File: src/logic/fshs_consts.svh
// Purpose: Named constants for the sync header stream encoder
// Assumes: Included by the package and by every design file
// Notes: Offsets are byte addresses on the plain register port
`ifndef FSHS_CONSTS_SVH
`define FSHS_CONSTS_SVH

// Register map
`define FSHS_REG_CTRL 8'h00
`define FSHS_REG_STATUS 8'h04
`define FSHS_REG_FEC 8'h08
`define FSHS_REG_CRC 8'h0c
`define FSHS_REG_MBCNT 8'h10

// Control fields
`define FSHS_CTRL_EN_BIT 0
`define FSHS_CTRL_MODE_LSB 4
`define FSHS_CTRL_EMPH_LSB 8
`define FSHS_EN_RST 1'h0
`define FSHS_MODE_RST 2'h0
`define FSHS_EMPH_RST 4'h0

// Status fields
`define FSHS_STAT_BLK_LSB 8
`define FSHS_STAT_MB_LSB 16

// Sync header mode select values
`define FSHS_MODE_CRC12 2'h0
`define FSHS_MODE_FEC 2'h2

// Multiblock framing
`define FSHS_LAST_BLK 5'h1f
`define FSHS_PILOT 5'h01
`define FSHS_PILOT_POS 27
`define FSHS_EXTENDED_MULTIBLOCK_END_FLAG_POS 22
`define FSHS_FEC_LOW_POS 23
`define FSHS_FEC_TAIL_POS 24
`define FSHS_FEC_SPLIT 4
`define FSHS_CRC_ONES 32'h00a88888

// Generator polynomials, leading term implied
`define FSHS_FEC_POLY 26'h0220211
`define FSHS_CRC_POLY 12'h30f

`endif

File: src/logic/fshs_pkg.sv
// Purpose: Types shared by the sync header stream encoder
// Assumes: Constants come from fshs_consts.svh
// Notes: Encoder and timer state is carried as packed structs
`include "fshs_consts.svh"
package fshs_pkg;

    typedef struct packed {
        logic [7:0] addr;
        logic [31:0] wdata;
        logic wr;
        logic rd;
    } fshs_bus_req_t;

    // Header [0] goes on the line first
    typedef struct packed {
        logic [1:0] hdr;
        logic [63:0] payload;
    } fshs_block_t;

    typedef struct packed {
        logic [4:0] blk;
        logic [7:0] mb;
    } fshs_tmr_state_t;

    typedef struct packed {
        logic linkEnable;
        logic [1:0] mode;
        logic [3:0] emph;
        logic [25:0] fecRun;
        logic [11:0] crcRun;
        logic [25:0] fecHeld;
        logic [11:0] crcHeld;
        fshs_block_t outBlk;
        logic outVld;
        logic [4:0] outIdx;
        logic [15:0] mbCount;
        logic [31:0] rdData;
    } fshs_enc_state_t;

endpackage

File: src/logic/fshs_parity_step.sv
// Purpose: One block (64 bits) of a serial cyclic parity divider
// Assumes: Bit 0 of the data is the first bit on the line
// Notes: Purely combinational; the caller holds the state
`include "fshs_consts.svh"
module fshs_parity_step
    import fshs_pkg::*;
#(
    parameter int W = 26,
    parameter logic [W-1:0] POLY = `FSHS_FEC_POLY
)
(
    // Divider state and block
    input wire logic [W-1:0] seed,
    input wire logic [63:0] data,
    // Updated state
    output logic [W-1:0] next
);

    // Same result as shifting one bit per clock in line order
    function automatic logic [W-1:0] step(input logic [W-1:0] s,
                                          input logic [63:0] d);
        logic [W-1:0] r;
        logic fb;
        r = s;
        fb = 1'b0;
        for (int i = 0; i < 64; i++)
        begin
            fb = d[i] ^ r[W-1];
            r = {r[W-2:0], 1'b0} ^ (fb ? POLY : '0);
        end
        return r;
    endfunction

    assign next = step(seed, data);

endmodule

File: src/logic/fshs_emb_timer.sv
// Purpose: Block and multiblock position inside the extended multiblock
// Assumes: sysref is a one-cycle pulse in the block clock domain
// Notes: sysref wins over an advance in the same cycle
`include "fshs_consts.svh"
module fshs_emb_timer
    import fshs_pkg::*;
#(
    parameter logic [7:0] EMB_LEN = 8'h01
)
(
    // Clock and reset
    input wire logic clk,
    input wire logic rst,
    // Control
    input wire logic enable,
    input wire logic sysref,
    input wire logic advance,
    // Position
    output logic [4:0] blkIdx,
    output logic [7:0] mbIdx,
    output logic mbLast,
    output logic embLast
);

    fshs_tmr_state_t st_r;
    fshs_tmr_state_t st_nxt;

    always_comb
    begin
        st_nxt = st_r;
        if (!enable || sysref)
        begin
            st_nxt = '0;
        end
        else if (advance)
        begin
            st_nxt.blk = st_r.blk + 5'h01;
            if (st_r.blk == `FSHS_LAST_BLK)
            begin
                st_nxt.mb = embLast ? 8'h00 : st_r.mb + 8'h01;
            end
        end
    end

    always_ff @(posedge clk)
    begin
        if (rst)
        begin
            st_r <= '0;
        end
        else
        begin
            st_r <= st_nxt;
        end
    end

    assign blkIdx = st_r.blk;
    assign mbIdx = st_r.mb;
    assign mbLast = (st_r.blk == `FSHS_LAST_BLK);
    assign embLast = (st_r.mb == EMB_LEN - 8'h01);
endmodule

File: src/logic/fshs_encoder.sv
// Purpose: Transmit sync header stream encoder, FEC and CRC-12 modes
// Assumes: One scrambled 64-bit block per accepted cycle, bit 0 first
// Notes: Parity of one multiblock rides in the next multiblock
`include "fshs_consts.svh"

module fshs_encoder
    import fshs_pkg::*;
#(
    parameter logic [7:0] EMB_LEN = 8'h01
)
(
    // Clock and reset
    input wire logic clk,
    input wire logic rst,
    // Register port
    input wire fshs_bus_req_t busReq,
    output logic [31:0] busRdData,
    // Scrambled block input
    input wire logic [63:0] inBlock,
    input wire logic inValid,
    output logic inReady,
    // Extended multiblock timing reset
    input wire logic sysref,
    // Encoded block output
    output fshs_block_t outBlock,
    output logic outValid,
    // Serializer drive
    output logic [3:0] serializerEmphasisLevel,
    output logic linkActive
);

    fshs_enc_state_t st_r;
    fshs_enc_state_t st_nxt;

    logic accept;
    logic [4:0] blkIdx;
    logic [7:0] mbIdx;
    logic mbLast;
    logic embLast;
    logic [25:0] fecSeed;
    logic [11:0] crcSeed;
    logic [25:0] fecNext;
    logic [11:0] crcNext;
    logic [31:0] stream;
    logic outIdx27;
    logic outIdxEnd;

    // Pilot goes out most significant bit first
    localparam logic [4:0] PILOT = `FSHS_PILOT;

    // FEC stream layout
    function automatic logic [31:0] fec_stream(input logic [25:0] p,
                                               input logic emb);
        logic [31:0] s;
        s = '0;
        for (int i = 0; i < 26 - `FSHS_FEC_SPLIT; i++)
        begin
            s[i] = p[25-i];
        end
        s[`FSHS_EXTENDED_MULTIBLOCK_END_FLAG_POS] = emb;
        s[`FSHS_FEC_LOW_POS] = p[3];
        for (int i = 0; i < 3; i++)
        begin
            s[`FSHS_FEC_TAIL_POS+i] = p[2-i];
        end
        for (int i = 0; i < 5; i++)
        begin
            s[`FSHS_PILOT_POS+i] = PILOT[4-i];
        end
        return s;
    endfunction

    // CRC-12 stream layout, command bits always zero
    function automatic logic [31:0] crc_stream(input logic [11:0] p,
                                               input logic emb);
        logic [31:0] s;
        s = `FSHS_CRC_ONES;
        for (int k = 0; k < 12; k++)
        begin
            s[(k / 3) * 4 + (k % 3)] = p[11-k];
        end
        s[`FSHS_EXTENDED_MULTIBLOCK_END_FLAG_POS] = emb;
        for (int i = 0; i < 5; i++)
        begin
            s[`FSHS_PILOT_POS+i] = PILOT[4-i];
        end
        return s;
    endfunction

    // Link held in reset while disabled, so no input is taken
    assign inReady = st_r.linkEnable;
    assign accept = inValid && inReady && !sysref;

    fshs_emb_timer #(
        .EMB_LEN(EMB_LEN)
    ) u_timer (
        .clk(clk),
        .rst(rst),
        .enable(st_r.linkEnable),
        .sysref(sysref),
        .advance(accept),
        .blkIdx(blkIdx),
        .mbIdx(mbIdx),
        .mbLast(mbLast),
        .embLast(embLast)
    );

    // Fresh zero seed on the first block of every multiblock
    assign fecSeed = (blkIdx == 5'h00) ? 26'h0 : st_r.fecRun;
    assign crcSeed = (blkIdx == 5'h00) ? 12'h0 : st_r.crcRun;

    fshs_parity_step #(
        .W(26),
        .POLY(`FSHS_FEC_POLY)
    ) u_fec (
        .seed(fecSeed),
        .data(inBlock),
        .next(fecNext)
    );

    fshs_parity_step #(
        .W(12),
        .POLY(`FSHS_CRC_POLY)
    ) u_crc (
        .seed(crcSeed),
        .data(inBlock),
        .next(crcNext)
    );

    // Held parity belongs to the previous multiblock
    always_comb
    begin
        if (st_r.mode == `FSHS_MODE_FEC)
        begin
            stream = fec_stream(st_r.fecHeld, embLast);
        end
        else
        begin
            stream = crc_stream(st_r.crcHeld, embLast);
        end
    end

    always_comb
    begin
        st_nxt = st_r;
        st_nxt.outVld = 1'b0;
        if (busReq.wr && busReq.addr == `FSHS_REG_CTRL)
        begin
            st_nxt.linkEnable = busReq.wdata[`FSHS_CTRL_EN_BIT];
            st_nxt.mode = busReq.wdata[`FSHS_CTRL_MODE_LSB +: 2];
            st_nxt.emph = busReq.wdata[`FSHS_CTRL_EMPH_LSB +: 4];
        end
        if (busReq.rd)
        begin
            case (busReq.addr)
                `FSHS_REG_CTRL:
                begin
                    st_nxt.rdData = '0;
                    st_nxt.rdData[`FSHS_CTRL_EN_BIT] = st_r.linkEnable;
                    st_nxt.rdData[`FSHS_CTRL_MODE_LSB +: 2] = st_r.mode;
                    st_nxt.rdData[`FSHS_CTRL_EMPH_LSB +: 4] = st_r.emph;
                end
                `FSHS_REG_STATUS:
                begin
                    st_nxt.rdData = '0;
                    st_nxt.rdData[`FSHS_CTRL_EN_BIT] = st_r.linkEnable;
                    st_nxt.rdData[`FSHS_STAT_BLK_LSB +: 5] = blkIdx;
                    st_nxt.rdData[`FSHS_STAT_MB_LSB +: 8] = mbIdx;
                end
                `FSHS_REG_FEC:
                begin
                    st_nxt.rdData = {6'h00, st_r.fecHeld};
                end
                `FSHS_REG_CRC:
                begin
                    st_nxt.rdData = {20'h00000, st_r.crcHeld};
                end
                `FSHS_REG_MBCNT:
                begin
                    st_nxt.rdData = {16'h0000, st_r.mbCount};
                end
                default:
                begin
                    st_nxt.rdData = '0;
                end
            endcase
        end
        if (!st_r.linkEnable || sysref)
        begin
            // Timing restart: partial multiblock parity is dropped
            st_nxt.fecRun = '0;
            st_nxt.crcRun = '0;
        end
        if (!st_r.linkEnable)
        begin
            st_nxt.fecHeld = '0;
            st_nxt.crcHeld = '0;
        end
        else if (accept)
        begin
            // Payload only: headers are added after the divider
            st_nxt.fecRun = fecNext;
            st_nxt.crcRun = crcNext;
            st_nxt.outBlk.payload = inBlock;
            // Sync header [0:1] of 01 sends a one
            st_nxt.outBlk.hdr = {stream[blkIdx], ~stream[blkIdx]};
            st_nxt.outVld = 1'b1;
            st_nxt.outIdx = blkIdx;
            if (mbLast)
            begin
                // Sent from position 0 of the next multiblock onward
                st_nxt.fecHeld = fecNext;
                st_nxt.crcHeld = crcNext;
                st_nxt.mbCount = st_r.mbCount + 16'h0001;
            end
        end
    end

    always_ff @(posedge clk)
    begin
        if (rst)
        begin
            st_r <= '0;
            st_r.linkEnable <= `FSHS_EN_RST;
            st_r.mode <= `FSHS_MODE_RST;
            st_r.emph <= `FSHS_EMPH_RST;
        end
        else
        begin
            st_r <= st_nxt;
        end
    end

    assign busRdData = st_r.rdData;
    assign outBlock = st_r.outBlk;
    assign outValid = st_r.outVld;
    assign serializerEmphasisLevel = st_r.emph;
    assign linkActive = st_r.linkEnable;

    assign outIdx27 = st_r.outIdx >= 5'd27;
    assign outIdxEnd = st_r.outIdx == `FSHS_LAST_BLK;
endmodule

File: config.mk
export PLATFORM = sky130hd
export DESIGN_NAME = fshs_encoder
export DESIGN_NICKNAME = d
export VERILOG_FILES = /design/src/logic/fshs_pkg.sv /design/src/logic/fshs_parity_step.sv /design/src/logic/fshs_emb_timer.sv /design/src/logic/fshs_encoder.sv
export VERILOG_INCLUDE_DIRS = /design/src /design/src/logic
export SDC_FILE = /design/constraint.sdc
export NUM_CORES = 1
export LEC_CHECK = 0
export BUFFER_PORTS_ARGS = -buffer_cell sky130_fd_sc_hd__buf_2
export CORE_MARGIN = 10
export CORE_UTILIZATION = 50
export CTS_BUF_LIST = sky130_fd_sc_hd__clkbuf_8
export CTS_CLUSTER_SIZE = 24
export DETAILED_ROUTE_END_ITERATION = 10
export PLACE_DENSITY = 0.73
export RECOVER_POWER = 50
export SLEW_MARGIN = 0
export SYNTH_ARGS = -nofsm -noshare
export SYNTH_HDL_FRONTEND = slang
export SYNTH_SLANG_ARGS = --single-unit
File: constraint.sdc
create_clock -name clk -period 8.3 [get_ports clk]
set_input_delay 0.83 -clock clk [delete_from_list [all_inputs] [get_ports clk]]
set_output_delay 0.83 -clock clk [all_outputs]
set_load 0.02 [all_outputs]
==> summary.txt <==
Outcome
  – Run status: finished, violations left
  – Failing checks: max-capacitance violations, max-slew violations

STA
  – Period utilization: 0.923
  – RSZ-0062 raised after global routing: no
  – Final WS setup: 0.641 ns
  – Worst slew pin tran: 3.36 ns
  – Final Max Tran Viols: 114
  – Clock Skews: 0.0237 ns
  – Max Freq: 131 MHz
  – Final Hold Fails: 0
  – Setup TNS: 0 ns
  – Crit path time final: 7.66 ns
  – Final setup viols: 0
  – Slew margin rel.: -1.24

Synthesis
  – Register area share after synthesis: 0.265
  – Post-synthesis mux area share: 0.0257
  – Simple-gate share of the synthesized area: 0.113
  – Mapped cell area: 15500 µm²
  – Largest family of logic cells by synthesized area: XOR/XNOR gates
  – Synth Area in XOR/XNOR: 0.433
  – Synth Area in Compound Gates: 0.0828
  – Yosys Warn Count: 0
  – Syn Inst Count: 1650
  – Seq cells post-synth: 205
  – Distinct cells, synth: 56
  – Number of synthesized flops with an enable pin: 0
  – Synth Area in Adders: 0.00484
  – Mapped Avg Cell Area: 9.39 µm²
  – Ys flop type: dfxtp_1
  – FFs w/ async S/R, synth: 0

Placed design
  – Routability cong.: 0.943
  – # port buffers: 183
  – Detail Placement HPWL: 33200 µm
  – Dpl ws: 0.745 ns

Finish
  – Share of cells above drive strength 1: 0.121
  – FF+latch area: 4100 µm²
  – Area occupied by multi-input gates: 10300 µm²
  – Fill cells: 2848
  – Area growth syn-to-layout: 7.09%
  – Final #Nets: 1822
  – Number of diodes: 0

CTS
  – Clock sink count: 205
  – Postcts setup bufs: 0
  – Clock Tree Buf Depth: 3
  – CTS Hold Bufs: 0
  – Clock Latency Late Sink: 0.55 ns
  – H-tree Lvls: 2
  – # resized after CTS: 0
  – CTS tree: done
  – Worst-path clk slew: 0.06 ns
  – Root Buffer: clkbuf_8
  – CTS Buf Count: 38

Global routing
  – Vias in the first global route: 11.2k
  – Gr ovfl total: 0
  – Total GRT Usage: 0.212
  – Initial antenna violation count: 1
  – Largest net degree at the start of global routing: 79
  – First-pass GRT wire length: 64800 µm

Floorplan
  – Initial Util: 0.507
  – Die width: 196 µm
  – I/O pin total: 215
  – Core Footprint: 30600 µm²
  – Die height: 196 µm
  – Row count: 64
  – Die ar.: 38400 µm²

Route
  – DR vias: 11.3k
  – Post-route DRC: 0
  – Final WL: 42100 µm
  – Post-DR vias/cell: 5.31
  – Routed WL per cell: 19.8 µm
  – Drt pass-1 iters: 7
  – Starting DRT DRC Count: 959
  – DRT antenna net count: 0

Worst hold path
  – Hold Path Origin: outBlock[3]$_SDFFE_PP0P_
  – Hold/Removal Path Class: flop to flop

Critical path
  – Setup crit end kind: flop
  – Setup CP Type: flop to flop
  – FF-to-FF Start: u_timer.blkIdx[2]$_SDFFE_PP0P_
  – Critical Path Fanout Max: 22
  – Crit path launch type: flop
  – CP Launch Point: u_timer.blkIdx[2]$_SDFFE_PP0P_
  – Crit path required time: 8.65 ns
  – Crit path DAT: 8.01 ns

Run
  – Max-cap violations: 2
[cells in the final DEF, fill, tap and decap left out, types with 10 or more instances in the layout]
master	instances
xor2_1	138
buf_2	82
nand3_1	11
and3_1	14
inv_1	21
clkbuf_1	102
xnor3_2	11
o21ai_0	21
a211oi_1	10
xnor2_1	308
clkbuf_8	43
xnor3_1	72
nor3_1	17
buf_4	19
a21oi_1	119
xor3_1	18
nand2_1	235
mux2i_1	24
nor2_1	120
a22o_1	27
dfxtp_1	205
[cell families after synthesis]
group                    after synthesis
multiplexers                          32
XOR/XNOR                             570
AO/OA/AOI/OAI                        209
adder cells (fa/ha/maj)                6
other                                  1
AND/OR/NAND/NOR                      425
flip-flops                           205
buffers and inverters                202
[routing by layer]
layer | part of all wire | track usage | vias up
met4 | 0.022 | 0.0549 | 2
li1 | - | - | 5438
met5 | 0.00031 | 0 | -
met3 | 0.077 | 0.0431 | 50
met1 | 0.43 | 0.282 | 5394
met2 | 0.47 | 0.344 | 419
[final cells by class]
cell class / count / area share
flip-flops and latches: 205 / 0.247
inverters: 10 / 0.00226
clock buffers: 43 / 0.0357
clock inverters: 24 / 0.0106
repair buffers: 203 / 0.0564
well taps: 396 / 0.0299
multi-input cells: 1248 / 0.618
[path summary, 6_finish.rpt]
check	depth (start not counted)	to	slack, ns
worst max-delay path	18	st_r[123]$_SDFFE_PP0P_	0.64
worst min-delay path	2	outBlock[3]$_SDFFE_PP0P_	0.45
worst max register to register	18	st_r[123]$_SDFFE_PP0P_	0.64
worst min register to register	2	outBlock[3]$_SDFFE_PP0P_	0.45
[stage by stage]
| stage | hold slack (ns) | utilization | std cells | instance area (µm²) |
|---|---|---|---|---|
| 2_1_floorplan | 0.437 | - | 1655 | 15500 |
| 3_3_place_gp | 0.439 | 0.522 | 2062 | 16000 |
| 3_5_place_dp | 0.443 | 0.522 | 2062 | 16000 |
| 4_1_cts | 0.451 | 0.547 | 2129 | 16700 |
| 5_1_grt | 0.468 | 0.542 | 2129 | 16600 |
| 6_report | 0.453 | 0.542 | 2129 | 16600 |
[synth_stat cells, types with 3 or more instances]
library cell  instances  area, µm²
a211oi_1             10       75.1
a21oi_1             119        596
a221oi_1              9       78.8
a222oi_1              8       80.1
a22o_1               27        236
a31oi_1               4       25.0
and3_1               14       87.6
buf_1                 8       30.0
buf_4               103        773
buf_6                 3       33.8
clkbuf_1             76        285
dfxtp_1             205       4100
ha_1                  6       75.1
inv_1                 8       30.0
mux2i_1              24        240
mux4_2                6        135
nand2_1             235        882
nand2_2               4       25.0
nand3_1              11       55.1
nand4_1               6       37.5
nor2_1              121        454
nor3_1               17       85.1
o21ai_0              21        105
or3_1                 3       18.8
xnor2_1             308       2700
xnor2_2               7        114
xnor3_1              72       1620
xnor3_2              11        262
xor2_1              138       1210
xor2_2                5       81.3
xor2_4                5        138
xor3_1               18        428
xor3_2                4        100
[state kept, by name, summed over array words and instances, names as in the netlist]
| register | flops |
|---|---|
| st_r | 94 |
| outBlock | 66 |
| busRdData | 26 |
| u_timer.mbIdx | 8 |
| serializerEmphasisLevel | 4 |
| u_timer.blkIdx | 5 |
| outValid | 1 |
| inReady | 1 |
[worst max-delay path: stages, from the launching register on]
cell and delay, ns:
dfxtp_1 0.48, or4b_4 0.81, nand2_2 0.18, xor2_2 0.41, xor2_1 0.26, xnor3_1 0.49
xor2_2 0.29, xnor3_2 0.54, xor3_2 0.51, xor3_1 0.54, xnor3_1 0.48, xnor2_1 0.24
xnor3_1 0.51, xnor3_2 0.42, xnor3_2 0.47, xnor2_4 0.27, xnor3_1 0.38, nand2_1 0.07
a21oi_1 0.07
Power is left out: the tool's default activity adds up to more than one toggle a clock period on the data nets, which glitch-free logic cannot reach.
